File: config.mk
export PLATFORM = sky130hd
export DESIGN_NAME = quadrature_position_decoder
export DESIGN_NICKNAME = d
export VERILOG_FILES = /design/src/verilog/quad_pkg.sv /design/src/verilog/pin_sync.sv /design/src/verilog/quadrature_position_decoder.sv
export SDC_FILE = /design/constraint.sdc
export NUM_CORES = 1
export LEC_CHECK = 0
export BUFFER_PORTS_ARGS = -buffer_cell sky130_fd_sc_hd__clkbuf_2
export CAP_MARGIN = 0
export CORE_MARGIN = 5
export CORE_UTILIZATION = 36
export CTS_CLUSTER_SIZE = 40
export DETAILED_ROUTE_END_ITERATION = 16
export GPL_TIMING_DRIVEN = 0
export PLACE_DENSITY = 0.58
export SLEW_MARGIN = 0
export SYNTH_ARGS = -nofsm -noshare
export SYNTH_HDL_FRONTEND = slang
export SYNTH_SLANG_ARGS = --single-unit
File: constraint.sdc
create_clock -name core_clk -period 7.2 [get_ports core_clk]
set_input_delay 0.36 -clock core_clk [delete_from_list [all_inputs] [get_ports core_clk]]
set_output_delay 0.36 -clock core_clk [all_outputs]
set_load 0.005 [all_outputs]
File: src/verilog/quad_pkg.sv
// Shared constants and types of the quadrature position decoder
package quad_pkg;

	// ----------------------------------------------------------------
	// Register byte offsets
	// ----------------------------------------------------------------
	localparam logic [7:0] CTRL_OFFSET = 8'h00;
	localparam logic [7:0] CAP1_OFFSET = 8'h04;
	localparam logic [7:0] CAP2_OFFSET = 8'h08;
	localparam logic [7:0] CAP3_OFFSET = 8'h0C;
	localparam logic [7:0] FLAG_OFFSET = 8'h10;
	localparam logic [7:0] AUX_OFFSET = 8'h14;

	// ----------------------------------------------------------------
	// Field positions
	// ----------------------------------------------------------------
	localparam int VEL_DIS_BIT = 7;
	localparam int ERROR_BIT = 6;
	localparam int DIR_BIT = 5;
	localparam int FLAG_VEL_BIT = 0;
	localparam int FLAG_POS_BIT = 1;
	localparam int FLAG_DIR_BIT = 2;
	localparam int AUX_CAPEN_BIT = 0;
	localparam int AUX_POSIE_BIT = 1;
	localparam int AUX_CAPACT_BIT = 2;

	// ----------------------------------------------------------------
	// Reset values
	// ----------------------------------------------------------------
	localparam logic [7:0] CTRL_RESET = 8'h00;
	localparam logic [15:0] COUNT_RESET = 16'h0000;
	localparam logic [15:0] LIMIT_RESET = 16'hFFFF;
	localparam logic [2:0] FLAG_RESET = 3'h0;
	localparam logic [1:0] AUX_RESET = 2'h0;

	// ----------------------------------------------------------------
	// Bus answers
	// ----------------------------------------------------------------
	localparam logic [1:0] RESP_OKAY = 2'h0;
	localparam logic [1:0] RESP_SLVERR = 2'h2;

	// ----------------------------------------------------------------
	// Modes and types
	// ----------------------------------------------------------------
	typedef enum logic [2:0] {
		MODE_OFF = 3'b000,
		MODE_X2_INDEX = 3'b001,
		MODE_X2_LIMIT = 3'b010,
		MODE_UNUSED3 = 3'b011,
		MODE_UNUSED4 = 3'b100,
		MODE_X4_INDEX = 3'b101,
		MODE_X4_LIMIT = 3'b110,
		MODE_UNUSED7 = 3'b111
	} mode_type;

	typedef enum logic [1:0] {
		RATIO_1 = 2'b00,
		RATIO_4 = 2'b01,
		RATIO_16 = 2'b10,
		RATIO_64 = 2'b11
	} ratio_type;

	typedef struct packed {
		logic velocityDisableN;
		logic errorFlag;
		logic direction;
		mode_type encoderModeSelect;
		ratio_type pulseRatioSelect;
	} ctrl_type;

endpackage : quad_pkg

File: src/verilog/pin_sync.sv
// Three-stage pin synchroniser with agreement filter
`timescale 1ns/1ns
module pin_sync
	import quad_pkg::*;
(
	input wire logic core_clk,
	input wire logic rst,
	input wire logic ce,
	input wire logic pinIn,
	output logic level
);

	logic s1_reg;
	logic s2_reg;
	logic s3_reg;

	// A change is accepted only once stages two and three agree
	always_ff @(posedge core_clk) begin
		if (rst) begin
			s1_reg <= 1'b0;
			s2_reg <= 1'b0;
			s3_reg <= 1'b0;
			level <= 1'b0;
		end else if (ce) begin
			s1_reg <= pinIn;
			s2_reg <= s1_reg;
			s3_reg <= s2_reg;
			if (s2_reg == s3_reg) begin
				level <= s3_reg;
			end
		end
	end

endmodule : pin_sync

File: src/verilog/quadrature_position_decoder.sv
// Quadrature position decoder with AXI4-Lite register slave
//
// The AXI4-Lite interface to the registers and the address map were decided locally.
`timescale 1ns/1ns
module quadrature_position_decoder
	import quad_pkg::*;
(
	input wire logic core_clk,
	input wire logic rst,
	input wire logic ce,
	input wire logic phaseA,
	input wire logic phaseB,
	input wire logic indexInput,
	input wire logic [7:0] s_axi_awaddr,
	input wire logic s_axi_awvalid,
	output logic s_axi_awready,
	input wire logic [31:0] s_axi_wdata,
	input wire logic [3:0] s_axi_wstrb,
	input wire logic s_axi_wvalid,
	output logic s_axi_wready,
	output logic [1:0] s_axi_bresp,
	output logic s_axi_bvalid,
	input wire logic s_axi_bready,
	input wire logic [7:0] s_axi_araddr,
	input wire logic s_axi_arvalid,
	output logic s_axi_arready,
	output logic [31:0] s_axi_rdata,
	output logic [1:0] s_axi_rresp,
	output logic s_axi_rvalid,
	input wire logic s_axi_rready,
	output logic captureEnable,
	output logic [2:0] capturePins,
	output logic velocityPulse
);

	// ----------------------------------------------------------------
	// Functions
	// ----------------------------------------------------------------
	function automatic logic [7:0] mergeByte(input logic [7:0] old,
		input logic [7:0] data, input logic en);
		mergeByte = en ? data : old;
	endfunction : mergeByte

	function automatic logic [5:0] ratioLast(input ratio_type r);
		unique case (r)
			RATIO_1: ratioLast = 6'd0;
			RATIO_4: ratioLast = 6'd3;
			RATIO_16: ratioLast = 6'd15;
			RATIO_64: ratioLast = 6'd63;
		endcase
	endfunction : ratioLast

	// ----------------------------------------------------------------
	// State
	// ----------------------------------------------------------------
	ctrl_type ctrl_reg;
	logic [15:0] count_reg;
	logic [15:0] limit_reg;
	logic [15:0] velocity_reg;
	logic [2:0] flag_reg;
	logic [1:0] aux_reg;
	logic [5:0] scale_reg;
	logic prevA_reg;
	logic prevB_reg;
	logic prevIdx_reg;
	logic [7:0] awAddr_reg;
	logic awHeld_reg;
	logic [31:0] wData_reg;
	logic [3:0] wStrb_reg;
	logic wHeld_reg;

	// ----------------------------------------------------------------
	// Pin sampling
	// ----------------------------------------------------------------
	logic syncA;
	logic syncB;
	logic syncIdx;

	pin_sync syncPhaseA (.core_clk(core_clk), .rst(rst), .ce(ce),
		.pinIn(phaseA), .level(syncA));
	pin_sync syncPhaseB (.core_clk(core_clk), .rst(rst), .ce(ce),
		.pinIn(phaseB), .level(syncB));
	pin_sync syncIndex (.core_clk(core_clk), .rst(rst), .ce(ce),
		.pinIn(indexInput), .level(syncIdx));

	// ----------------------------------------------------------------
	// Mode decode
	// ----------------------------------------------------------------
	logic encOn;
	logic x4Mode;
	logic indexMode;
	logic velOn;

	always_comb begin
		encOn = 1'b0;
		x4Mode = 1'b0;
		indexMode = 1'b0;
		unique case (ctrl_reg.encoderModeSelect)
			MODE_X2_INDEX: begin
				encOn = 1'b1;
				indexMode = 1'b1;
			end
			MODE_X2_LIMIT: encOn = 1'b1;
			MODE_X4_INDEX: begin
				encOn = 1'b1;
				x4Mode = 1'b1;
				indexMode = 1'b1;
			end
			MODE_X4_LIMIT: begin
				encOn = 1'b1;
				x4Mode = 1'b1;
			end
			default: encOn = 1'b0;
		endcase
	end

	assign velOn = encOn && !ctrl_reg.velocityDisableN;

	// Encoder takes the shared pins whenever a mode is on
	assign captureEnable = aux_reg[AUX_CAPEN_BIT] && !encOn;
	assign capturePins = captureEnable ? {syncIdx, syncB, syncA} :
		3'b000;

	// ----------------------------------------------------------------
	// Edge and direction decode
	// ----------------------------------------------------------------
	logic edgeA;
	logic edgeB;
	logic step;
	logic stepUp;
	logic idxRise;
	logic idxFall;

	assign edgeA = syncA ^ prevA_reg;
	assign edgeB = syncB ^ prevB_reg;
	assign idxRise = syncIdx && !prevIdx_reg;
	assign idxFall = !syncIdx && prevIdx_reg;

	// Two edges in one sample are ambiguous, so they are dropped
	always_comb begin
		step = 1'b0;
		stepUp = 1'b0;
		if (encOn && edgeA && !edgeB) begin
			step = 1'b1;
			stepUp = syncA ^ syncB;
		end else if (encOn && x4Mode && edgeB && !edgeA) begin
			step = 1'b1;
			stepUp = syncA ~^ syncB;
		end
	end

	always_ff @(posedge core_clk) begin
		if (rst) begin
			prevA_reg <= 1'b0;
			prevB_reg <= 1'b0;
			prevIdx_reg <= 1'b0;
		end else if (ce) begin
			prevA_reg <= syncA;
			prevB_reg <= syncB;
			prevIdx_reg <= syncIdx;
		end
	end

	// ----------------------------------------------------------------
	// Bus write capture
	// ----------------------------------------------------------------
	logic doWrite;
	logic [7:0] wAddr;

	assign s_axi_awready = !awHeld_reg;
	assign s_axi_wready = !wHeld_reg;
	assign doWrite = awHeld_reg && wHeld_reg && !s_axi_bvalid;
	assign wAddr = awAddr_reg;

	always_ff @(posedge core_clk) begin
		if (rst) begin
			awHeld_reg <= 1'b0;
			wHeld_reg <= 1'b0;
			awAddr_reg <= 8'h00;
			wData_reg <= 32'h0000_0000;
			wStrb_reg <= 4'h0;
		end else if (ce) begin
			if (s_axi_awvalid && s_axi_awready) begin
				awHeld_reg <= 1'b1;
				awAddr_reg <= s_axi_awaddr;
			end else if (doWrite) begin
				awHeld_reg <= 1'b0;
			end
			if (s_axi_wvalid && s_axi_wready) begin
				wHeld_reg <= 1'b1;
				wData_reg <= s_axi_wdata;
				wStrb_reg <= s_axi_wstrb;
			end else if (doWrite) begin
				wHeld_reg <= 1'b0;
			end
		end
	end

	always_ff @(posedge core_clk) begin
		if (rst) begin
			s_axi_bvalid <= 1'b0;
			s_axi_bresp <= RESP_OKAY;
		end else if (ce) begin
			if (doWrite) begin
				s_axi_bvalid <= 1'b1;
				s_axi_bresp <= (wAddr[1:0] == 2'b00 && wAddr <= AUX_OFFSET)
					? RESP_OKAY : RESP_SLVERR;
			end else if (s_axi_bready) begin
				s_axi_bvalid <= 1'b0;
			end
		end
	end

	logic wrCtrl;
	logic wrCap1;
	logic wrCap2;
	logic wrCap3;
	logic wrFlag;
	logic wrAux;

	assign wrCtrl = doWrite && wAddr == CTRL_OFFSET && wStrb_reg[0];
	assign wrCap1 = doWrite && wAddr == CAP1_OFFSET;
	assign wrCap2 = doWrite && wAddr == CAP2_OFFSET;
	assign wrCap3 = doWrite && wAddr == CAP3_OFFSET;
	assign wrFlag = doWrite && wAddr == FLAG_OFFSET && wStrb_reg[0];
	assign wrAux = doWrite && wAddr == AUX_OFFSET && wStrb_reg[0];

	// ----------------------------------------------------------------
	// Position counter
	// ----------------------------------------------------------------
	logic posReset;
	logic wrapError;
	logic [15:0] countNext;

	always_comb begin
		countNext = count_reg;
		posReset = 1'b0;
		wrapError = 1'b0;
		if (indexMode && idxRise && ctrl_reg.direction) begin
			countNext = COUNT_RESET;
			posReset = 1'b1;
		end else if (indexMode && idxFall && !ctrl_reg.direction) begin
			countNext = limit_reg;
			posReset = 1'b1;
		end else if (step && !indexMode && stepUp &&
			count_reg == limit_reg) begin
			countNext = COUNT_RESET;
			posReset = 1'b1;
		end else if (step && !indexMode && !stepUp &&
			count_reg == COUNT_RESET) begin
			countNext = limit_reg;
			posReset = 1'b1;
		end else if (step) begin
			countNext = stepUp ? count_reg + 16'h0001 :
				count_reg - 16'h0001;
			wrapError = indexMode && (stepUp ? &count_reg :
				~|count_reg);
		end
	end

	// Software writes to the count win over a same-cycle step
	always_ff @(posedge core_clk) begin
		if (rst) begin
			count_reg <= COUNT_RESET;
		end else if (ce) begin
			if (wrCap2) begin
				count_reg[7:0] <= mergeByte(count_reg[7:0],
					wData_reg[7:0], wStrb_reg[0]);
				count_reg[15:8] <= mergeByte(count_reg[15:8],
					wData_reg[15:8], wStrb_reg[1]);
			end else begin
				count_reg <= countNext;
			end
		end
	end

	always_ff @(posedge core_clk) begin
		if (rst) begin
			limit_reg <= LIMIT_RESET;
		end else if (ce && wrCap3) begin
			limit_reg[7:0] <= mergeByte(limit_reg[7:0],
				wData_reg[7:0], wStrb_reg[0]);
			limit_reg[15:8] <= mergeByte(limit_reg[15:8],
				wData_reg[15:8], wStrb_reg[1]);
		end
	end

	// ----------------------------------------------------------------
	// Control register
	// ----------------------------------------------------------------
	always_ff @(posedge core_clk) begin
		if (rst) begin
			ctrl_reg <= ctrl_type'(CTRL_RESET);
		end else if (ce) begin
			if (wrCtrl) begin
				ctrl_reg.velocityDisableN <= wData_reg[VEL_DIS_BIT];
				ctrl_reg.encoderModeSelect <= mode_type'(wData_reg[4:2]);
				ctrl_reg.pulseRatioSelect <= ratio_type'(wData_reg[1:0]);
			end
			if (step) begin
				ctrl_reg.direction <= stepUp;
			end
			if (wrapError) begin
				ctrl_reg.errorFlag <= 1'b1;
			end else if (wrCtrl) begin
				ctrl_reg.errorFlag <= wData_reg[ERROR_BIT];
			end
		end
	end

	// ----------------------------------------------------------------
	// Velocity postscaler
	// ----------------------------------------------------------------
	logic velIn;
	logic scaleDone;

	assign velIn = velOn && step;
	assign scaleDone = velIn &&
		scale_reg == ratioLast(ctrl_reg.pulseRatioSelect);

	always_ff @(posedge core_clk) begin
		if (rst) begin
			scale_reg <= 6'd0;
			velocityPulse <= 1'b0;
		end else if (ce) begin
			velocityPulse <= scaleDone;
			if (!velOn || scaleDone) begin
				scale_reg <= 6'd0;
			end else if (velIn) begin
				scale_reg <= scale_reg + 6'd1;
			end
		end
	end

	// Counts postscaler outputs; a software write loads it with the written value
	always_ff @(posedge core_clk) begin
		if (rst) begin
			velocity_reg <= COUNT_RESET;
		end else if (ce) begin
			if (wrCap1) begin
				velocity_reg <= wData_reg[15:0];
			end else if (scaleDone) begin
				velocity_reg <= velocity_reg + 16'h0001;
			end
		end
	end

	// ----------------------------------------------------------------
	// Event flags and auxiliary control
	// ----------------------------------------------------------------
	logic [2:0] flagSet;

	assign flagSet[FLAG_VEL_BIT] = scaleDone;
	assign flagSet[FLAG_POS_BIT] = posReset &&
		aux_reg[AUX_POSIE_BIT];
	assign flagSet[FLAG_DIR_BIT] = step &&
		stepUp != ctrl_reg.direction;

	// Write one to clear; a same-cycle set is kept
	always_ff @(posedge core_clk) begin
		if (rst) begin
			flag_reg <= FLAG_RESET;
		end else if (ce) begin
			flag_reg <= (flag_reg & ~(wrFlag ? wData_reg[2:0] : 3'b000))
				| flagSet;
		end
	end

	always_ff @(posedge core_clk) begin
		if (rst) begin
			aux_reg <= AUX_RESET;
		end else if (ce && wrAux) begin
			aux_reg <= wData_reg[1:0];
		end
	end

	// ----------------------------------------------------------------
	// Bus read
	// ----------------------------------------------------------------
	logic [31:0] readWord;
	logic readOk;

	always_comb begin
		readWord = 32'h0000_0000;
		readOk = 1'b1;
		unique case (s_axi_araddr)
			CTRL_OFFSET: readWord[7:0] = ctrl_reg;
			CAP1_OFFSET: readWord[15:0] = encOn ? velocity_reg :
				16'h0000;
			CAP2_OFFSET: readWord[15:0] = encOn ? count_reg :
				16'h0000;
			CAP3_OFFSET: readWord[15:0] = encOn ? limit_reg :
				16'h0000;
			FLAG_OFFSET: readWord[2:0] = flag_reg;
			AUX_OFFSET: readWord[2:0] = {captureEnable, aux_reg};
			default: readOk = 1'b0;
		endcase
	end

	assign s_axi_arready = !s_axi_rvalid;

	always_ff @(posedge core_clk) begin
		if (rst) begin
			s_axi_rvalid <= 1'b0;
			s_axi_rdata <= 32'h0000_0000;
			s_axi_rresp <= RESP_OKAY;
		end else if (ce) begin
			if (s_axi_arvalid && s_axi_arready) begin
				s_axi_rvalid <= 1'b1;
				s_axi_rdata <= readWord;
				s_axi_rresp <= readOk ? RESP_OKAY : RESP_SLVERR;
			end else if (s_axi_rready) begin
				s_axi_rvalid <= 1'b0;
			end
		end
	end

endmodule : quadrature_position_decoder

* Word-level counts from Yosys, hierarchy flattened
Index checks and enable logic that the tools add are counted.
Cells by class: add/subtract/negate cells 4, multiply operators 0, div/mod/pow operators 0, magnitude comparators 1, eq/ne operators 25, shifts and indexed selects 0, muxes and demuxes 51, bitwise operators 7, reductions and logical operators 95
Operators by type and width (count):
- two-way mux 16 bit | 12
- logical AND 1 bit | 40
- AND reduction 2 bit | 18
- adder 16 x 1 -> 16 bit, second input constant | 2
- == test 8 x 4 -> 1 bit, second input constant | 4
- == test 8 x 5 -> 1 bit, second input constant | 4
- two-way mux 1 bit | 27
- one-hot mux 6 bit (4 select lines) | 1
- one-hot mux 8 bit (3 select lines) | 1
- one-hot mux 5 bit (4 select lines) | 1
- one-hot mux 3 bit (6 select lines) | 1
- == test 16 bit | 1
- == test 8 x 3 -> 1 bit, second input constant | 2
- zero test 16 bit | 1
- zero test 8 bit | 2
- two-way mux 8 bit | 2
- AND reduction 16 bit | 1
- OR reduction 16 bit | 1
- subtractor 16 x 1 -> 16 bit, second input constant | 1
- zero test 1 bit | 15
- nonzero test 2 bit | 7
- two-way mux 6 bit | 2
- <= comparator 8 x 5 -> 1 bit, second input constant | 1
- adder 6 x 1 -> 6 bit, second input constant | 1
- other kinds (23) | 35
Word-level totals: flip-flop bits (word level) 133, bits in latches 0, bits in writable memories 0, bits in read-only memories 0, input bits 63, output and inout bits 46, word-level logic and storage cells 222, memories kept 0

* Longest topological paths before layout
word-level depth 17, depth in mapped cells 13, depth with buffers taken out 12

* Hierarchy
A second synthesis with hierarchy kept.
Second synthesis, totals: cells, all modules 949, area total of the unflattened synthesis 7611.0 um2
By module, submodules not included:
- quadrature_position_decoder | times used 1, cells each 901, area an instance 7096.8 um2, sequential area each 2382.3 um2
- pin_sync | times used 3, cells each 16, area an instance 171.4 um2, sequential area each 80.1 um2

* Worst setup path before layout
OpenSTA, ideal clock, no wires.
path kind reg2reg, start point register prevA_reg, end point register count_reg[14], setup time 75 ps, arrival time 2894 ps, data required time 7125 ps, slack 4231 ps, cell stages (with the launch flop) 14, path buffers 1, period minus slack after synthesis 2969 ps, cells stage by stage dfxtp_1 buf_2 or3b_1 a211o_1 nand2_2 xnor2_1 ha_1 nor2_1 nand4_1 nor4b_1 nand2_1 o21a_1 or4_1 a31oi_1
On the way: cells in the longest elaborated chain, start to end 13, elaborated cells on any way between the ends 24, those cells by class mux (11); bitwise (1); reduce/logical (12)
RTL lines:
- start: declaration | RTL line quadrature_position_decoder.sv:63 | logic prevA_reg;
- start signal: assignment | RTL line quadrature_position_decoder.sv:158 | prevA_reg <= syncA;
- XOR 1 bit * | RTL line quadrature_position_decoder.sv:134 | assign edgeA = syncA ^ prevA_reg;
- zero test 1 bit | RTL line quadrature_position_decoder.sv:146 | end else if (encOn && x4Mode && edgeB && !edgeA) begin
- logical AND 1 bit | RTL line quadrature_position_decoder.sv:146
- two-way mux 1 bit | RTL line quadrature_position_decoder.sv:146
- two-way mux 1 bit | RTL line quadrature_position_decoder.sv:143 | if (encOn && edgeA && !edgeB) begin
- logical AND 1 bit or zero test 1 bit (tied branches) | RTL line quadrature_position_decoder.sv:245, quadrature_position_decoder.sv:249
- logical AND 1 bit (2 in series) | RTL line quadrature_position_decoder.sv:249 | end else if (step && !indexMode && !stepUp &&
- two-way mux 16 bit | RTL line quadrature_position_decoder.sv:249
- two-way mux 16 bit | RTL line quadrature_position_decoder.sv:245 | end else if (step && !indexMode && stepUp &&
- two-way mux 16 bit | RTL line quadrature_position_decoder.sv:242 | end else if (indexMode && idxFall && !ctrl_reg.direction) begin
- two-way mux 16 bit | RTL line quadrature_position_decoder.sv:239 | if (indexMode && idxRise && ctrl_reg.direction) begin
- two-way mux 16 bit | RTL line quadrature_position_decoder.sv:266 | if (wrCap2) begin
- end signal: assignment | RTL line quadrature_position_decoder.sv:269 | count_reg[15:8] <= mergeByte(count_reg[15:8],
- end signal: assignment | RTL line quadrature_position_decoder.sv:272 | count_reg <= countNext;
- end: declaration | RTL line quadrature_position_decoder.sv:57 | logic [15:0] count_reg;
Mark *: on every way between the ends. The rest lies on a longest branch, timed or not. The select of a mux whose other input is x is not followed. A chain may end at the register's enable or synchronous reset.

* Final worst setup path
start point register ctrl_reg[2] in the netlist's numbering, end point register count_reg[12]
On the way: cells in the longest elaborated chain, start to end 16, elaborated cells on any way between the ends 39, those cells by class eq/ne (4); mux (14); reduce/logical (21)
RTL lines:
- start: declaration | RTL line quadrature_position_decoder.sv:56 | ctrl_type ctrl_reg;
- start signal: assignment | RTL line quadrature_position_decoder.sv:293 | ctrl_reg <= ctrl_type'(CTRL_RESET);
- == test 3 bit, or another cell as far along | RTL line quadrature_position_decoder.sv:98 | unique case (ctrl_reg.encoderModeSelect)
- OR reduction 4 bit (no source line) or OR reduction 2 bit (tied branches)
- two-way mux 1 bit | RTL line quadrature_position_decoder.sv:98
- logical AND 1 bit (3 in series) | RTL line quadrature_position_decoder.sv:146
- two-way mux 1 bit | RTL line quadrature_position_decoder.sv:146
- two-way mux 1 bit | RTL line quadrature_position_decoder.sv:143
- logical AND 1 bit or zero test 1 bit (tied branches) | RTL line quadrature_position_decoder.sv:245, quadrature_position_decoder.sv:249
- logical AND 1 bit (2 in series) | RTL line quadrature_position_decoder.sv:249
- two-way mux 16 bit | RTL line quadrature_position_decoder.sv:249
- two-way mux 16 bit | RTL line quadrature_position_decoder.sv:245
- two-way mux 16 bit | RTL line quadrature_position_decoder.sv:242
- two-way mux 16 bit | RTL line quadrature_position_decoder.sv:239
- two-way mux 16 bit | RTL line quadrature_position_decoder.sv:266
Several ways; a longest one is shown, not always the timed one. The select of a mux whose other input is x is not followed.

==> metrics.md <==
| Metric | Value |
|---|---|
| RePlAce Congestion | 0.963 |
| Sequential cell area | 2620 um^2 |
| Post-synth ARST share | 0% |
| Logic depth of the worst path, buffers included | 13 |
| Residual DRC | 0 |
| CTS Buf Count | 17 |
| Largest net degree at the start of global routing | 17 |
| Die height | roughly 150 um |
| Site Rows | 52 |
| Worst Hold Margin | 0.156 ns |
| Switch Pwr | 0.000445 W |
| Worst setup path category | reg2reg |
| Most frequent cells in the layout | dfxtp_1, nand2_1, nor2_1, clkbuf_2, a21oi_1 |
| CTS root buffer | clkbuf_16 |
| # clock sinks | 131 |
| Highest ir drop seen on vdd | 0.167 mV |
| DRT antenna net count | 0 |
| Critical Path AT | 3.87 ns |
| Multi-input gate area | 4500 um^2 |
| Commonest non-fill, non-tap cell in the layout | dfxtp_1 |
| Max frequency | between 200 and 300 MHz |
| Fillcell total | 2084 |
| Die area | 23800 um^2 |
| Worst path cell trace | buf_2, xor2_1, o2111ai_1, nand2_2, xnor2_1, ha_1, nor2_1, nand4_1, nor4b_1, a31oi_1, o41a_1, nand2b_1, a41oi_2 |
| Int Pwr | approximately 0.0014 W |
| Logic pwr share | 6.6% |
| GRT Residual Overflow | 0 |
| Crit share post-route | 49.1% |
| Later-pin clock latency in the skew report | 0.43 ns |
| Post-synth cell types | 84 |
| CP delay by family, top | simple AND/OR/NAND/NOR gates |
| Crit path time final | 3.53 ns |
| Drt pass-1 iters | 5 |
| CP endpoint | count_reg[12] |
| I/O pin cnt | between 100 and 150 |
| Ys Warns | 0 |
| Worst hold path type | in2reg |
| Worst R2R End | count_reg[12] |
| R2r setup slk | 3.67 ns |
| Initial antenna violation count | 0 |
| Power share of the sequential group | roughly two fifths |
| Total track usage | between 20% and 30% |
| Crit path max fanout | 10 |
| Routed WL | 26100 um |
| Seq cells post-synth | 131 |
| Clock Pin Slew Worst Setup and Hold Paths | roughly 0.060 ns |
| R2r startpoint | ctrl_reg[2] |
| Relative slew slack | between 30% and 40% |
| Launching element of the worst setup path | ctrl_reg[2] |
| FF-to-FF path depth | 13 |
| EDFF count, synth | 0 |
| RSZ-0062 raised after global routing | false |
| # H-tree levels | 4 |
| N_diodes | 0 |
| Mapped Area | 7510 um^2 |
| Max stage delay on crit path | 0.45 ns |
| Placement Cell Area | between 8000 and 9000 um^2 |
| Syn_area_per_cell | 7.98 um^2 |
| CTS tree | built |
| Via density | 5.62 |
| Post-DP HPWL | 19700 um |
| First-pass GRT wire length | 40800 um |
| Port-buffer cells | 70 |
| Final net count | 1113 |
| Share of cells above drive strength 1 | 16.2% |
| Max Root-Sink Buffers | 2 |
| Slowest CP cell | xor2_1 |
| Most used DFF post-synth | dfxtp_1 |
| Leakage | 3.58 nW |
| Slew @ Worst Pin | around 1 ns |
| PwrDens | 205 nW/um^2 |
| Sw frac | about 24% |
| Post-route cell area | 8910 um^2 |
| Starting density of the core | 36.9% |
| Final setup fails | 0 |
| Post-CTS sizing | 0 |
| WL per Instance | 19.6 um |
| Vias post-DR | around 7500 |
| Layout overhead on the synthesized area | 18.6% |
| Number of max-slew violations in the final report | 0 |
| Max-cap viol count | 0 |
| Setup repair bufs after CTS | 0 |
| WP data required | between 7 and 8 ns |
| Die W | 154 um |
| Final Hold Vio Count | 0 |
| Post-Route Skew | between 0.01 and 0.015 ns |
| Vias in the first global route | 7247 |
| Post-Route Setup TNS | 0 ns |
| Total core area | 20400 um^2 |
| Post-synthesis sequential area ratio | 34.9% |
| Hold Buf Count CTS | 0 |
| CP endpoint kind | flop |
| Clock power frac | 52.1% |
| Status | finished, final reports clean |
| Starting DRT DRC Count | 641 |
| Mapped Cells | 941 |
| Startpoint types | flop |
| Worst path bufs/invs | 1 |
==> metrics by stage <==
stage	util [%]	instances	power (W)	setup slack (ns)
after floorplan	-	958	0.000836	4.23
after global placement	40.6	1298	0.000887	3.73
after detailed placement	40.6	1298	0.000887	3.71
after CTS	43.7	1330	0.00183	3.70
after global routing	43.7	1330	0.00188	3.38
final	43.7	1330	0.00182	3.67
==> worst min-delay path by stage <==
stage | startpoint | end | slack [ns] | depth (start not counted)
detailed placement | s_axi_rdata[3] | s_axi_rdata[3] | 0.45 | 2
global route | s_axi_wdata[10] | wData_reg[10] | 0.16 | 3
CTS | s_axi_wdata[10] | wData_reg[10] | 0.15 | 3
global placement | flag_reg[0] | flag_reg[0] | 0.45 | 2
finish | s_axi_wdata[10] | wData_reg[10] | 0.16 | 3
floorplan | syncIndex.s3_reg | syncIndex.level | 0.44 | 2
==> layer usage <==
metal | up-vias | GRT usage (%) | share of wire [%] | wire length [um]
met1 | 3479 | 29.3 | 45 | 11700
met5 | - | 0 | 0 | 0
met3 | 62 | 4.55 | 7.6 | 1980
li1 | 3594 | - | - | -
met4 | 0 | 8.70 | 3.4 | 884
met2 | 334 | 33.7 | 44 | 11500
==> logic make-up (layout without fill, tap and decap cells) <==
logic type / after synthesis / count (layout) / share of synthesized area [%]
other cells: 1 / 18 / 0.0499
buf+inv: 97 / 199 / 6.03
compound gates: 227 / 227 / 21.1
flops: 131 / 131 / 34.9
simple gates: 388 / 388 / 25.0
fa+ha+maj: 3 / 3 / 0.500
mux: 66 / 66 / 9.07
xor+xnor: 28 / 28 / 3.27
==> cells in the mapped netlist, types with 13 or more instances <==
master    number  area share [%]
nor3_1        30             2.0
mux2_2        16             2.4
mux2i_1       50             6.7
nand3_1       24             1.6
dfxtp_1      131              35
and3_1        18             1.5
o21ai_0       26             1.7
and2_1        14             1.2
nand4_1       13             1.1
clkbuf_1      53             2.6
a22oi_1       19             1.9
nor2_1       103             5.1
xnor2_1       23             2.7
a21oi_1       69             4.6
buf_4         18             1.8
nand2_1      122             6.1
==> tightest hold or removal path: cells and delay by family <==
family,cells,cell delay (ns)
and+or+nand+nor,1,0.05
AOI/OAI and AO/OA,1,0.05
buffers and inverters,1,0.08
==> cell type report <==
| class | count | area share [%] |
|---|---|---|
| clock buffer | 19 | 4.97 |
| clock inverter | 13 | 2.22 |
| inverter | 10 | 0.421 |
| multi-input combinational | 730 | 50.5 |
| timing repair buffer | 70 | 3.93 |
| sequential | 131 | 29.4 |
| tap | 270 | 3.79 |
| buffer | 87 | 4.66 |
==> power by group through the flow <==
stage / clock, W / combinational [W] / sequential [W]
final: 0.000950 / 0.000121 / 0.000754
after global routing: 0.000994 / 0.000130 / 0.000755
after CTS: 0.000958 / 0.000119 / 0.000753
after detailed placement: 0 / 0.000118 / 0.000769
after global placement: 0 / 0.000118 / 0.000769
after floorplan: 0 / 0.0000733 / 0.000763
(Power assumes the default switching activity.)
